--- src/hw/window0_pkg.sv ---
// Purpose: Constants and carriers for target window 0 and error monitor
// Assumes: 32-bit register port, word addressed by byte offset
// Notes:   Offsets are byte addresses of the controller register space
package window0_pkg;

  localparam logic [15:0] OFS_ERR_STATUS  = 16'hd174;
  localparam logic [15:0] OFS_IRQ_MASK    = 16'hd178;
  localparam logic [15:0] OFS_WIN0_ORIGIN = 16'hd180;
  localparam logic [15:0] OFS_WIN0_CTRL   = 16'hd184;
  // Window 0 configuration-space base, owned by this block
  localparam logic [15:0] OFS_WIN0_CFGBAR = 16'hd1f0;

  localparam int SERR_BIT      = 0;
  localparam int SYSTEM_ERROR_IRQ_ENABLE_BIT    = 0;
  localparam int ORIGIN_LSB    = 20;
  localparam int MASK_LSB      = 20;
  localparam int MASK_MSB      = 28;
  localparam int BURST_LSB     = 8;
  localparam int BURST_MSB     = 10;
  localparam int FLUSH_BIT     = 4;
  localparam int PREFETCH_BIT  = 2;
  localparam int ENABLE_BIT    = 1;
  localparam int SWAP_BIT      = 0;

  localparam logic [11:0] ORIGIN_RST   = 12'h000;
  localparam logic [8:0]  MASK_RST     = 9'h03f;
  localparam logic [2:0]  BURST_RST    = 3'h3;
  localparam logic        PREFETCH_RST = 1'b1;
  localparam logic        ENABLE_RST   = 1'b0;
  localparam logic [3:0]  PREFETCH_BAR_ATTR = 4'h8;

  // Target request from the PCI side
  typedef struct packed {
    logic        valid;
    logic        write;
    logic [31:0] addr;
    logic [31:0] data;
  } tgt_req_type;

  // Request forwarded to the internal bus
  typedef struct packed {
    logic        valid;
    logic        write;
    logic        prefetch;
    logic [5:0]  words;
    logic [31:0] addr;
    logic [31:0] data;
  } ibus_req_type;

endpackage

--- src/hw/window0_bridge.sv ---
// Purpose: Window 0 target register/decode logic plus error monitor
// Assumes: one clock; serr_n and tgt_in come from outside and are synced
// Notes:   Read data appear the cycle after the read strobe
//
// Operation
// RQ1 - A seen system-error assertion sets the status bit at any time.
// RQ2 - The status bit resets to zero and clears only on a written one.
// RQ3 - The interrupt is raised only when its enable is one; it resets to 0.
// RQ4 - The internal base sits in bits 31:20 and resets to zero.
// RQ5 - The mask in bits 28:20 picks compared bits and resets to 0x03F.
// RQ6 - The burst code maps 1, 4, 8, 16 or 32 words and resets to 3.
// RQ7 - Writing one to cache clear flushes the read cache, then self-clears.
// RQ8 - Prefetch on means prefetching reads, off means one exact burst.
// RQ9 - Prefetch changes never alter the prefetchable bit of the base.
// RQ10 - Software should keep prefetch at default in add-in-card mode.
// RQ11 - With the window off, base writes are ignored and reads give zero.
// RQ12 - Accesses decode only while the window enable is one.
// RQ13 - Byte swap reverses bytes when one; resets per the endian strap.
// RQ14 - Clearing swap in big-endian leaves word byte order as is.
// RQ15 - A hit matches masked upper bits; address is base plus offset.
// RQ16 - Reserved bits read zero and ignore writes.
`timescale 1ns/100ps
module window0_bridge
  import window0_pkg::*;
(
  input  wire logic         core_clk,     // 100 MHz clock
  input  wire logic         rst_n,        // Async reset, active low
  input  wire logic         clk_en,       // Freezes all state when low
  input  wire logic         big_endian,   // Endian strap
  input  wire logic         serr_n,       // System error pin, active low
  input  wire logic [15:0]  reg_addr,     // Register byte address
  input  wire logic [31:0]  reg_wdata,    // Register write data
  input  wire logic         reg_wr,       // Write strobe
  input  wire logic         reg_rd,       // Read strobe
  output logic      [31:0]  reg_rdata,    // Read data, one cycle later
  output logic              irq,          // Level interrupt
  input  wire tgt_req_type  tgt_in,       // Target request, PCI side
  output ibus_req_type      ibus_out,     // Forwarded internal request
  output logic              flush_pulse   // Read cache flush, one cycle
);

  ////////////////////////////////////////////////////////////////////////
  // Helpers

  // Burst code to word count
  function automatic logic [5:0] burst_words(input logic [2:0] code);
    logic [5:0] w;
    w = 6'h20;
    if (!code[2])
    begin
      case (code[1:0])
        2'b00:   w = 6'h01;
        2'b01:   w = 6'h04;
        2'b10:   w = 6'h08;
        2'b11:   w = 6'h10;
        default: w = 6'h01;
      endcase
    end
    return w;
  endfunction

  // Reverse byte order of one word
  function automatic logic [31:0] swap32(input logic [31:0] d);
    return {d[7:0], d[15:8], d[23:16], d[31:24]};
  endfunction

  ////////////////////////////////////////////////////////////////////////
  // Input synchronisers

  logic        serr_s1_r;
  logic        serr_s2_r;
  tgt_req_type tgt_s1_r;
  tgt_req_type tgt_s2_r;

  // Two stages; only the second stage is read downstream
  always_ff @(posedge core_clk or negedge rst_n)
  begin
    if (!rst_n)
    begin
      serr_s1_r <= 1'b1;
      serr_s2_r <= 1'b1;
      tgt_s1_r  <= '0;
      tgt_s2_r  <= '0;
    end
    else if (clk_en)
    begin
      serr_s1_r <= serr_n;
      serr_s2_r <= serr_s1_r;
      tgt_s1_r  <= tgt_in;
      tgt_s2_r  <= tgt_s1_r;
    end
  end

  ////////////////////////////////////////////////////////////////////////
  // Strap capture after reset release

  logic strap_done_r;
  logic big_endian_r;

  // Strap is caught by a clocked sample, never by the async reset
  always_ff @(posedge core_clk or negedge rst_n)
  begin
    if (!rst_n)
    begin
      strap_done_r <= 1'b0;
      big_endian_r <= 1'b0;
    end
    else if (clk_en && !strap_done_r)
    begin
      strap_done_r <= 1'b1;
      big_endian_r <= big_endian;
    end
  end

  ////////////////////////////////////////////////////////////////////////
  // Address decode

  logic wr_status;
  logic wr_mask;
  logic wr_origin;
  logic wr_ctrl;
  logic wr_cfgbar;
  logic rd_status;

  assign wr_status = reg_wr && (reg_addr == OFS_ERR_STATUS);
  assign wr_mask   = reg_wr && (reg_addr == OFS_IRQ_MASK);
  assign wr_origin = reg_wr && (reg_addr == OFS_WIN0_ORIGIN);
  assign wr_ctrl   = reg_wr && (reg_addr == OFS_WIN0_CTRL);
  assign wr_cfgbar = reg_wr && (reg_addr == OFS_WIN0_CFGBAR);
  assign rd_status = reg_rd && (reg_addr == OFS_ERR_STATUS);

  ////////////////////////////////////////////////////////////////////////
  // Error status and interrupt enable

  logic serr_seen_r;
  logic serr_irq_en_r;
  logic serr_seen_nxt;

  // Set wins over a same-cycle clear so no assertion is lost
  always_comb
  begin
    serr_seen_nxt = serr_seen_r;
    if (wr_status && reg_wdata[SERR_BIT])
      serr_seen_nxt = 1'b0;                           // RQ2
    if (!serr_s2_r)
      serr_seen_nxt = 1'b1;                           // RQ1
  end

  always_ff @(posedge core_clk or negedge rst_n)
  begin
    if (!rst_n)
      serr_seen_r <= 1'b0;                            // RQ2
    else if (clk_en)
      serr_seen_r <= serr_seen_nxt;
  end

  always_ff @(posedge core_clk or negedge rst_n)
  begin
    if (!rst_n)
      serr_irq_en_r <= 1'b0;                          // RQ3
    else if (clk_en && wr_mask)
      serr_irq_en_r <= reg_wdata[SYSTEM_ERROR_IRQ_ENABLE_BIT];
  end

  // Registered so the output comes from a flop
  always_ff @(posedge core_clk or negedge rst_n)
  begin
    if (!rst_n)
      irq <= 1'b0;
    else if (clk_en)
      irq <= serr_seen_nxt && serr_irq_en_r;          // RQ3
  end

  ////////////////////////////////////////////////////////////////////////
  // Window 0 origin and control

  logic [11:0] origin_r;
  logic [8:0]  mask_r;
  logic [2:0]  burst_r;
  logic        prefetch_r;
  logic        enable_r;
  logic        swap_r;
  logic        swap_init_r;

  always_ff @(posedge core_clk or negedge rst_n)
  begin
    if (!rst_n)
      origin_r <= ORIGIN_RST;                         // RQ4
    else if (clk_en && wr_origin)
      origin_r <= reg_wdata[31:ORIGIN_LSB];           // RQ4
  end

  // Reserved control bits are simply not stored
  always_ff @(posedge core_clk or negedge rst_n)
  begin
    if (!rst_n)
    begin
      mask_r     <= MASK_RST;                         // RQ5
      burst_r    <= BURST_RST;                        // RQ6
      prefetch_r <= PREFETCH_RST;                     // RQ8
      enable_r   <= ENABLE_RST;                       // RQ12
    end
    else if (clk_en && wr_ctrl)
    begin
      mask_r     <= reg_wdata[MASK_MSB:MASK_LSB];     // RQ5
      burst_r    <= reg_wdata[BURST_MSB:BURST_LSB];   // RQ6
      prefetch_r <= reg_wdata[PREFETCH_BIT];          // RQ8
      enable_r   <= reg_wdata[ENABLE_BIT];            // RQ12
    end
  end

  // Swap default follows the strap until software writes it
  always_ff @(posedge core_clk or negedge rst_n)
  begin
    if (!rst_n)
    begin
      swap_r      <= 1'b0;
      swap_init_r <= 1'b0;
    end
    else if (clk_en)
    begin
      if (wr_ctrl)
      begin
        swap_r      <= reg_wdata[SWAP_BIT];           // RQ13
        swap_init_r <= 1'b1;
      end
      else if (strap_done_r && !swap_init_r)
      begin
        swap_r      <= big_endian_r;                  // RQ13
        swap_init_r <= 1'b1;
      end
    end
  end

  // Flush is a one-cycle pulse; the bit never holds a one
  always_ff @(posedge core_clk or negedge rst_n)
  begin
    if (!rst_n)
      flush_pulse <= 1'b0;
    else if (clk_en)
      flush_pulse <= wr_ctrl && reg_wdata[FLUSH_BIT]; // RQ7
  end

  ////////////////////////////////////////////////////////////////////////
  // Configuration-space base for window 0

  logic [11:0] cfgbar_r;

  // Writes are dropped while the window is off
  always_ff @(posedge core_clk or negedge rst_n)
  begin
    if (!rst_n)
      cfgbar_r <= 12'h000;
    else if (clk_en && wr_cfgbar && enable_r)
      cfgbar_r <= reg_wdata[31:ORIGIN_LSB];           // RQ11
  end

  ////////////////////////////////////////////////////////////////////////
  // Register read-back

  logic [31:0] rdata_nxt;

  // Unmapped and reserved bits read as zero
  always_comb
  begin
    rdata_nxt = 32'h0000_0000;
    case (reg_addr)
      OFS_ERR_STATUS:  rdata_nxt[SERR_BIT] = serr_seen_r;
      OFS_IRQ_MASK:    rdata_nxt[SYSTEM_ERROR_IRQ_ENABLE_BIT] = serr_irq_en_r;
      OFS_WIN0_ORIGIN: rdata_nxt[31:ORIGIN_LSB] = origin_r;
      OFS_WIN0_CTRL:
      begin
        rdata_nxt[MASK_MSB:MASK_LSB]   = mask_r;      // RQ16
        rdata_nxt[BURST_MSB:BURST_LSB] = burst_r;
        rdata_nxt[PREFETCH_BIT]        = prefetch_r;
        rdata_nxt[ENABLE_BIT]          = enable_r;
        rdata_nxt[SWAP_BIT]            = swap_r;
      end
      OFS_WIN0_CFGBAR:
      begin
        // Attribute is fixed, prefetch setting never shows here
        if (enable_r)                                  // RQ11
          rdata_nxt = {cfgbar_r, 16'h0000, PREFETCH_BAR_ATTR}; // RQ9
      end
      default: rdata_nxt = 32'h0000_0000;
    endcase
  end

  always_ff @(posedge core_clk or negedge rst_n)
  begin
    if (!rst_n)
      reg_rdata <= 32'h0000_0000;
    else if (clk_en && reg_rd)
      reg_rdata <= rdata_nxt;
    else if (clk_en)
      reg_rdata <= 32'h0000_0000;
  end

  // Read of the status register is not destructive here; W1C only
  logic unused_rd;
  assign unused_rd = rd_status;

  ////////////////////////////////////////////////////////////////////////
  // Target decode and forwarding

  logic [31:0] cmp_mask;
  logic        hit;
  logic [31:0] ibus_addr;
  logic [31:0] fwd_data;

  assign cmp_mask = {3'b000, mask_r, 20'h0_0000};
  // Masked upper bits compare against the configured base
  assign hit = tgt_s2_r.valid && enable_r &&                 // RQ12
               (((tgt_s2_r.addr ^ {cfgbar_r, 20'h0_0000})
                 & cmp_mask) == 32'h0000_0000);              // RQ15
  assign ibus_addr = ({origin_r, 20'h0_0000} & cmp_mask)
                   | (tgt_s2_r.addr & ~cmp_mask);            // RQ15
  // Swap applies only when the bit is one; zero passes as is
  assign fwd_data = swap_r ? swap32(tgt_s2_r.data)           // RQ13
                           : tgt_s2_r.data;                  // RQ14

  always_ff @(posedge core_clk or negedge rst_n)
  begin
    if (!rst_n)
      ibus_out <= '0;
    else if (clk_en)
    begin
      ibus_out.valid    <= hit;
      ibus_out.write    <= tgt_s2_r.write;
      ibus_out.prefetch <= prefetch_r;                       // RQ8
      ibus_out.words    <= burst_words(burst_r);             // RQ6
      ibus_out.addr     <= ibus_addr;
      ibus_out.data     <= fwd_data;
    end
  end

endmodule

--- config.mk ---
export PLATFORM = sky130hd
export DESIGN_NAME = window0_bridge
export DESIGN_NICKNAME = d
export VERILOG_FILES = /design/src/hw/window0_pkg.sv /design/src/hw/window0_bridge.sv
export SDC_FILE = /design/constraint.sdc
export NUM_CORES = 1
export LEC_CHECK = 0
export BUFFER_PORTS_ARGS = -buffer_cell sky130_fd_sc_hd__buf_2
export CORE_MARGIN = 8
export CORE_UTILIZATION = 59
export DETAILED_ROUTE_END_ITERATION = 8
export PLACE_DENSITY = 0.86
export SYNTH_ARGS = -nofsm -noshare
export SYNTH_HDL_FRONTEND = slang
export SYNTH_SLANG_ARGS = --single-unit
--- constraint.sdc ---
create_clock -name core_clk -period 3.5 [get_ports core_clk]
set_clock_uncertainty 0.2 [all_clocks]
set_input_delay 0.35 -clock core_clk [delete_from_list [all_inputs] [get_ports core_clk]]
set_output_delay 0.35 -clock core_clk [all_outputs]
set_load 0.01 [all_outputs]
==> results of run 1 <==
==> layout make-up <==
cell class / count / area (sq um) / area share, %
flip-flops and latches: 271 / 6800 / 47.9
repair buffers: 301 / 2040 / 14.3
clock buffers: 38 / 840 / 5.91
diodes: 3 / 7.51 / 0.0529
well taps: 234 / 293 / 2.06
clock inverters: 15 / 129 / 0.907
inverters: 8 / 30.0 / 0.211
multi-input cells: 455 / 4070 / 28.7
==> path summary, 6_finish.rpt <==
check	start	endpoint	slack [ns]
setup / recovery	swap_r	swap_r	1.20
hold / removal	reg_addr[2]	reg_rdata[8]	0.08
setup reg to reg	swap_r	swap_r	1.20
hold reg to reg	reg_rdata[8]	reg_rdata[8]	0.28
max in group asynchronous	rst_n	burst_r[0]	1.94
min in group asynchronous	rst_n	tgt_s1_r[45]	0.21
==> sequential cells by signal, indices dropped and copies added (netlist names) <==
name           cells
ibus_out          72
burst_r            3
enable_r           1
tgt_s2_r          66
serr_s2_r          1
irq                1
tgt_s1_r          66
reg_rdata         19
swap_init_r        1
cfgbar_r          12
origin_r          12
mask_r             9
serr_irq_en_r      1
serr_s1_r          1
prefetch_r         1
strap_done_r       1
swap_r             1
big_endian_r       1
flush_pulse        1
serr_seen_r        1
==> cells in the final DEF (no fill, tap or decap), types with 2 or more instances in the layout <==
cell,n
and3_1,4
nand4b_1,2
o21ai_0,8
and4b_1,3
dlygate4sd3_1,93
nor2_1,43
nor4b_1,2
dfrtp_1,259
diode_2,3
nand3_1,3
conb_1,14
clkbuf_16,29
buf_4,6
inv_1,7
nor4_4,2
buf_2,198
xor2_1,9
dfstp_2,11
a22o_1,7
a21oi_1,42
a32o_1,2
nand2_1,8
buf_12,2
clkbuf_8,8
bufinv_16,2
mux2i_1,42
a32oi_1,14
o2bb2ai_1,10
mux2_4,10
and2_1,4
or4b_1,2
clkinv_2,12
a221oi_1,2
buf_8,2
and4_1,4
mux2_2,198
==> what timing repair did <==
item | CTS | global route
hold buffers | 93 | 0
buffers inserted | 0 | 0
endpoints found under the hold margin | 202 | 0
==> worst max-delay path, stage by stage, from the launching register on <==
cell and delay (ns):
dfrtp_2 1.03, nor2b_1 0.23, o2111ai_1 0.12, dlygate4sd3_1 0.59, nand2_1 0.07
==> through the flow <==
stage | util [%] | power (mW) | std cells | hold slack, ns
floorplan | - | 4.24 | 790 | -0.146
global placement | 66.0 | 4.61 | 1176 | 0.226
detailed placement | 66.0 | 4.66 | 1176 | 0.222
CTS | 76.1 | 7.80 | 1322 | 0.0511
global route | 76.2 | 8.06 | 1324 | 0.103
finish | 76.2 | 7.74 | 1325 | 0.0848
==> cells by family (layout without fill, tap and decap cells) <==
family                 Yosys count  after routing
other                            1             17
buffers and inverters           64            362
AND/OR/NAND/NOR                 89             89
flip-flops                     271            271
multiplexers                   250            250
XOR/XNOR                         9              9
AO/OA/AOI/OAI                   93             93
==> metal layers <==
metal	wire length, microns	vias up
met1	10600	3736
met5	13	-
li1	-	3364
met4	574	2
met2	13300	221
met3	1820	50
==> power by group through the flow <==
stage | Clock [mW] | Combinational (mW) | Sequential (mW)
2_1_floorplan | 0 | 0.490 | 3.75
3_3_place_gp | 0 | 0.875 | 3.74
3_5_place_dp | 0 | 0.904 | 3.76
4_1_cts | 3.09 | 0.994 | 3.71
5_1_grt | 3.21 | 1.09 | 3.76
6_report | 3.03 | 0.991 | 3.72
==> qor.csv, run 1 <==
metric,value,unit
status,"finished, final reports clean",
worst_slew_pin_slew,1.02,ns
synth_edf_count,0,
synth_mux_area_share,25.1,%
cts_tree,built,
grt_usage,22.1,%
met1_usage,26.5,%
power.share.sequential,48.1,%
vdd_drop_max,0.504,mV
synth_area_leaders,"dfrtp_1 58%, mux2_2 20%, mux2i_1 3.8%",
final_area,0.0142,sq mm
start_util,59.8,%
die_y,153,microns
internal_power,5.83,mW
wirelength,26300,microns
die-area,0.0235,sq mm
antenna_found_initial,3,
wl_per_cell,19.9,microns
synth_fa_ha_area_share,0,%
drv_cap,0,
syn_area,0.0111,sq mm
setup_viol,0,
rows,50,
synth-compound-area-share,5.62,%
cts_resized,0,
power_switching,1.91,mW
nFillCells,1130,
min_period,2.30,ns
synth_most_common_cell,dfrtp_1,
drtAntennaViolNets,0,
grt_max_degree,100,
setup_slack,1.20,ns
synth_top_area_share,58.4,%
vias_per_cell,5.56,
use_met2,38.2,%
max-slew-margin-rel,31.7,%
ys_types,53,
syn_to_final_growth,27.4,%
hpwl,16000,microns
synth_xor_area_share,0.707,%
clk_pin_slew,0.06,ns
cts.sinks,271,
hp-class,primary input to flip-flop,
cts_root_buf,clkbuf_16,
yosys.area_share.simple,4.60,%
p_leak,6.50,nW
postPlaceCellArea,0.0123,sq mm
yosysTopAreaCell,dfrtp_1,
clk_path_buf_depth,3,
hold_viol_final,0,
avgSynthCellArea,14.3,sq um
cp.required,3.76,ns
end_kind,flip-flop,
reg2reg_depth,4,
fin_tns_setup,0,ns
vias,7373,
fin_crit_sh,65.7,%
holdPathStages,3,
grt_first_pass_wirelength,42500,microns
portBuffers,200,
drv_slew,0,
core_area,0.0186,sq mm
clk_latency,0.52,ns
io_pins,228,
startpoint_type,flip-flop,
nets,1187,
p_sw_share,24.7,%
cts_buffers,29,
syn_inst,777,
ys_ff_latch,271,
busiest_layer,met2,
cp_max_fo,35,
rsz0062_at_grt,no,
cp.arrival,2.56,ns
grt_pass1_vias,8024,
grtUsageMet3,6.12,%
cts_max_level,1,
drive_gt1_share,45.0,%
first_iter_violations,257,
p_comb_share,12.8,%
clock.fmax,0.435,GHz
synth-async-reset-ratio,100,%
die_x,153,microns
pre_cts_ws,0.778,ns
synthFlopType,dfrtp_1,
critPathKind,flip-flop to flip-flop,
drc,0,
clock_power_share,39.1,%
place_congestion,0.819,
grt_overflow,0,
synth_top_family_by_area,multiplexers,
ys_top_cells_by_count,"260 x dfrtp_1, 198 x mux2_2, 43 x nor2_1",
first_pass_iters,4,
yosysWarnings,0,
power.density,545,mW/mm^2
yosysSeqAreaShare,61.0,%
Power figures use the tool's default switching activity.
==> run 2, diff against run 1 <==
--- a/config.mk
+++ b/config.mk
@@ -5,11 +5,12 @@
 export SDC_FILE = /design/constraint.sdc
 export NUM_CORES = 1
 export LEC_CHECK = 0
+export ABC_AREA = 1
 export BUFFER_PORTS_ARGS = -buffer_cell sky130_fd_sc_hd__buf_2
 export CORE_MARGIN = 8
-export CORE_UTILIZATION = 59
+export CORE_UTILIZATION = 50
 export DETAILED_ROUTE_END_ITERATION = 8
-export PLACE_DENSITY = 0.86
+export PLACE_DENSITY = 0.77
 export SYNTH_ARGS = -nofsm -noshare
 export SYNTH_HDL_FRONTEND = slang
 export SYNTH_SLANG_ARGS = --single-unit
==> constraint.sdc (replaced) <==
create_clock -name core_clk -period 1.99 [get_ports core_clk]
set_clock_uncertainty 0.2 [all_clocks]
set_input_delay 0.199 -clock core_clk [delete_from_list [all_inputs] [get_ports core_clk]]
set_output_delay 0.199 -clock core_clk [all_outputs]
set_load 0.01 [all_outputs]
==> run 2 against run 1 <==
  * Non-clock buffer count increased by 41
  * Synthesized cell count increased by 70%
  * Worst hold slack got worse by 0.061 ns
  * Sequential share of layout area decreased by 2.1 points
  * Core utilization decreased by 10 points
  * Critical endpoint is now big_endian_r
  * Via count increased by 32%
  * Critical path type is now primary input to flip-flop
==> qor.csv, run 2 <==
metric,value,unit
status,"finished, final reports clean",
drtAntennaViolNets,0,
yosysTopAreaCell,dfrtp_1,
layout_commonest_cell,nand2_1,
grt_first_pass_wirelength,50200,microns
nets,1748,
clk_path_buf_depth,3,
power.density,891,mW/mm^2
clock.fmax,0.511,GHz
first_iter_violations,688,
syn_inst,1324,
totalPowerFinal,13.2,mW
fin_crit_sh,98.3,%
yosysWarnings,0,
crit_chain,dlygate4sd3_1 > buf_8 > nand3_1 > dlygate4sd3_1 > nand2_1 > dlygate4sd3_1,
cp_max_fo,16,
reg_top3,"ibus_out: 72 flops, tgt_s1_r: 66 flops, tgt_s2_r: 66 flops",
yosysSeqAreaShare,59.4,%
ys_ff_latch,271,
layout_common_cells,"481 x nand2_1, 259 x dfrtp_1, 198 x buf_2, 145 x o21ai_0, 99 x dlygate4sd3_1",
ys_top_cells_by_count,"481 x nand2_1, 260 x dfrtp_1, 145 x o21ai_0",
vdd_drop_max,0.617,mV
cts_buffers,28,
rsz0062_at_grt,no,
die_y,167,microns
synth-async-reset-ratio,100,%
syn_to_final_growth,30.0,%
rows,55,
vias_per_cell,5.00,
die-area,0.0280,sq mm
portBuffers,200,
fin_tns_setup,0,ns
hpwl,20000,microns
cp.arrival,2.18,ns
start_util,50.7,%
place_congestion,0.855,
setup_slack,0.0338,ns
top_register,ibus_out,
wl_per_cell,15.5,microns
max_stage_delay,0.56,ns
wirelength,30100,microns
drv_slew,0,
critPathKind,primary input to flip-flop,
cts.sinks,271,
avgSynthCellArea,8.64,sq um
dp.cells,1782,
rrSetupSlack,0.06,ns
pre_cts_ws,0.179,ns
end_kind,flip-flop,
die_x,167,microns
cts_root_buf,clkbuf_16,
antenna_found_initial,8,
largest_reg_flops,72,
first_pass_iters,7,
grt_usage,21.6,%
syn_area,0.0114,sq mm
cts_max_level,1,
clk_pin_slew,0.06,ns
startpoint_type,primary input,
setup_viol,0,
drc,0,
core_area,0.0226,sq mm
grt_max_degree,66,
cp.required,2.21,ns
synth_area_leaders,"dfrtp_1 57%, nand2_1 16%, o21ai_0 6.3%",
whs,0.0242,ns
cts_tree,built,
p_leak,7.69,nW
cp_slowest_cell,dlygate4sd3_1,
synth_edf_count,0,
hold_viol_final,0,
clk_latency,0.53,ns
grt_overflow,0,
synth_most_common_cell,nand2_1,
drv_cap,0,
finalNonFillerCells,1939,
grt_pass1_vias,9825,
min_period,1.96,ns
drive_gt1_share,20.3,%
crit_top_cell,dlygate4sd3_1,
synth_top_area_share,56.9,%
vias,9700,
ys_types,32,
hp-class,primary input to flip-flop,
synthFlopType,dfrtp_1,
io_pins,228,
## run 2: per-layer routing
layer | up-vias | wire [microns] | track usage (%)
li1 | 4739 | - | -
met1 | 4574 | 13500 | 29.1
met2 | 319 | 13600 | 34.1
met3 | 60 | 2360 | 5.71
met4 | 8 | 631 | 5.75
met5 | - | 46 | 0
## run 2: logic make-up (layout without fill, tap and decap cells)
| kind of cell | after synthesis | in the layout | share of synthesized area (%) |
|---|---|---|---|
| flip-flops | 271 | 271 | 59.4 |
| multiplexers | 1 | 1 | 0.0875 |
| AO/OA/AOI/OAI | 216 | 216 | 9.94 |
| AND/OR/NAND/NOR | 648 | 648 | 23.1 |
| buffers and inverters | 185 | 497 | 7.33 |
| other | 1 | 19 | 0.0328 |
| XOR/XNOR | 2 | 2 | 0.153 |
## run 2: area by class of cell
| type | count | area (sq um) |
|---|---|---|
| antenna | 5 | 12.5 |
| clock buffer | 43 | 838 |
| clock inverter | 9 | 149 |
| fill | 1757 | 7700 |
| inverter | 103 | 390 |
| multi-input combinational | 881 | 3860 |
| sequential | 271 | 6800 |
| tap | 285 | 357 |
| timing repair buffer | 342 | 2470 |
## run 2: path summary, 6_finish.rpt
kind	startpoint	to	cells after the start
min reg2reg	serr_s1_r	serr_s2_r	2
min	reg_addr[0]	reg_rdata[0]	8
min in group asynchronous	rst_n	tgt_s2_r[47]	3
max	clk_en	big_endian_r	6
max in group asynchronous	rst_n	burst_r[0]	3
max reg2reg	strap_done_r	big_endian_r	5
## run 2: report_power, final
group          leakage, nW  internal, mW  switching, mW
Sequential            3.37          5.96          0.246
Clock                0.486          3.41           2.13
Combinational         3.84         0.623          0.876
## run 2: critical path: cells and delay by family
kind	cells	cell delay, ns
and+or+nand+nor	2	0.14
buffers and inverters	4	1.82
## run 2: per-stage QoR
step	util (%)	area [sq um]
after floorplan	-	11500
after global routing	65.9	14900
after detailed placement	57.0	12900
after CTS	65.8	14900
final	65.9	14900
after global placement	57.0	12900
## run 2: what timing repair did
| action | CTS | global route |
|---|---|---|
| setup buffers | 0 | 0 |
| endpoints found under the setup margin | 0 | 1 |
| resized for setup | 0 | 2 |
| hold endpoints to repair | 399 | 0 |
| hold buffers | 100 | 0 |
==> run 3, diff against run 2 <==
--- a/config.mk
+++ b/config.mk
@@ -7,7 +7,6 @@
 export LEC_CHECK = 0
 export ABC_AREA = 1
 export BUFFER_PORTS_ARGS = -buffer_cell sky130_fd_sc_hd__buf_2
-export CORE_MARGIN = 8
 export CORE_UTILIZATION = 50
 export DETAILED_ROUTE_END_ITERATION = 8
 export PLACE_DENSITY = 0.77
==> run 3 against run 2 <==
  * Global-route usage up 3.2 points
  * Worst hold slack improved by 0.0071 ns
  * Setup slack gained 0.045 ns
  * Total power fell by 0.28%
  * Flip-flop and latch count unchanged
  * Via count about the same
  * Clock power is essentially flat
  * Register-to-register slack better by 0.24 ns
  * Critical path type unchanged
  * Count of clock-buffer cells in the layout decreased by 4
  * Final area shrank 0.94%
  * Sequential share of layout area increased by 0.43 points
==> qor.csv, run 3 (synthesized netlist as in run 2, its figures left out) <==
metric,value,unit
startpoint_type,primary input,
die_x,153,microns
rsz0062_at_grt,no,
rows,54,
status,"finished, final reports clean",
drv_cap,0,
end_kind,flip-flop,
hpwl,17900,microns
drv_slew,0,
place_congestion,0.818,
finalNonFillerCells,1919,
grt_overflow,0,
start_util,51.6,%
holdBufCountCts,105,
critPathTopFamily,buffers and inverters,
clk_path_buf_depth,3,
wirelength,28800,microns
hp-class,primary input to flip-flop,
reg_top3,"ibus_out: 72 flops, tgt_s1_r: 66 flops, tgt_s2_r: 66 flops",
hold_viol_final,0,
grt_usage,24.7,%
wl_per_cell,15.0,microns
cts_resized,0,
cts_root_buf,clkbuf_16,
die-area,0.0235,sq mm
first_pass_iters,5,
postCtsSetupRepairBufs,0,
p_leak,7.59,nW
drive_gt1_share,19.1,%
clock.fmax,0.523,GHz
syn_to_final_growth,28.8,%
fin_util,66.5,%
antenna_found_initial,4,
power_switching,3.27,mW
cts_max_level,1,
nFillCells,1723,
layout_common_cells,"481 x nand2_1, 259 x dfrtp_1, 198 x buf_2, 145 x o21ai_0, 105 x dlygate4sd3_1",
cp.required,2.22,ns
die_y,153,microns
power.share.sequential,47.0,%
cp_slowest_cell,dlygate4sd3_1,
top_register,ibus_out,
grt_first_pass_wirelength,47100,microns
cts_buffers,29,
drc,0,
dp.cells,1759,
vias,9696,
min_period,1.91,ns
vdd_drop_max,0.637,mV
largest_reg_flops,72,
io_pins,228,
fin_crit_sh,96.0,%
vias_per_cell,5.05,
totalPowerFinal,13.2,mW
max_stage_delay,0.56,ns
portBuffers,200,
clk_latency,0.54,ns
clock_power_share,41.9,%
cts.sinks,271,
clk_pin_slew,0.06,ns
grt_pass1_vias,9545,
pre_cts_ws,0.243,ns
drtAntennaViolNets,0,
rrSetupSlack,0.30,ns
crit_chain,dlygate4sd3_1 > buf_2 > nor2_4 > dlygate4sd3_1 > nand3_1 > nor2_1 > nand3_1 > o21ai_1 > inv_1,
fin_tns_setup,0,ns
cp_max_fo,3,
first_iter_violations,716,
p_comb_share,11.1,%
cts_tree,built,
core_area,0.0222,sq mm
nets,1736,
power.density,897,mW/mm^2
layout_commonest_cell,nand2_1,
setup_slack,0.0792,ns
setup_viol,0,
critPathKind,primary input to flip-flop,
cp.arrival,2.14,ns
p_sw_share,24.8,%
internal_power,9.94,mW
grt_max_degree,97,
path_buf_inv,4,
## run 3: worst paths after layout
kind / from / end / depth (start not counted)
worst max-delay path: reg_addr[1] / serr_irq_en_r / 9
worst min-delay path: reg_addr[2] / serr_irq_en_r / 7
worst max register to register: enable_r / cfgbar_r[2] / 3
worst min register to register: tgt_s1_r[60] / tgt_s1_r[60] / 2
max in group asynchronous: rst_n / tgt_s1_r[42] / 4
min in group asynchronous: rst_n / tgt_s1_r[50] / 3
## run 3: routing by layer
layer	up-vias	wire length, microns	GRT usage, %
li1	4719	-	-
met1	4564	12800	34.1
met2	347	13200	39.2
met3	64	2100	5.73
met4	2	660	7.12
met5	-	13	0
## run 3: worst min-delay path, stage by stage
cell and delay [ns]:
buf_2 0.09, inv_1 0.08, nand3_1 0.09, nor2_1 0.05
nand3_1 0.11, o21ai_1 0.07, inv_1 0.05
## run 3: power by group through the flow
stage	clock network, mW	registers, mW	logic [mW]
finish	5.54	6.20	1.46
global route	5.87	6.25	1.66
CTS	5.64	6.19	1.46
detailed placement	0	6.28	1.29
global placement	0	6.27	1.25
floorplan	0	6.33	0.623
## run 3: stage by stage
| stage | hold slack [ns] | cell area, sq um |
|---|---|---|
| floorplan | -0.297 | 11500 |
| CTS | 0.00287 | 14700 |
| global placement | -0.0751 | 12700 |
| finish | 0.0314 | 14700 |
| detailed placement | -0.0736 | 12700 |
| global route | 0.0485 | 14700 |
## run 3: cell type report
class | instances | area [sq um] | share of cell area, %
multi-input cells | 881 | 3860 | 26.2
clock buffers | 39 | 773 | 5.25
repair buffers | 329 | 2350 | 16.0
clock inverters | 13 | 206 | 1.40
diodes | 3 | 7.51 | 0.0510
inverters | 103 | 390 | 2.65
well taps | 280 | 350 | 2.38
flip-flops and latches | 271 | 6800 | 46.1
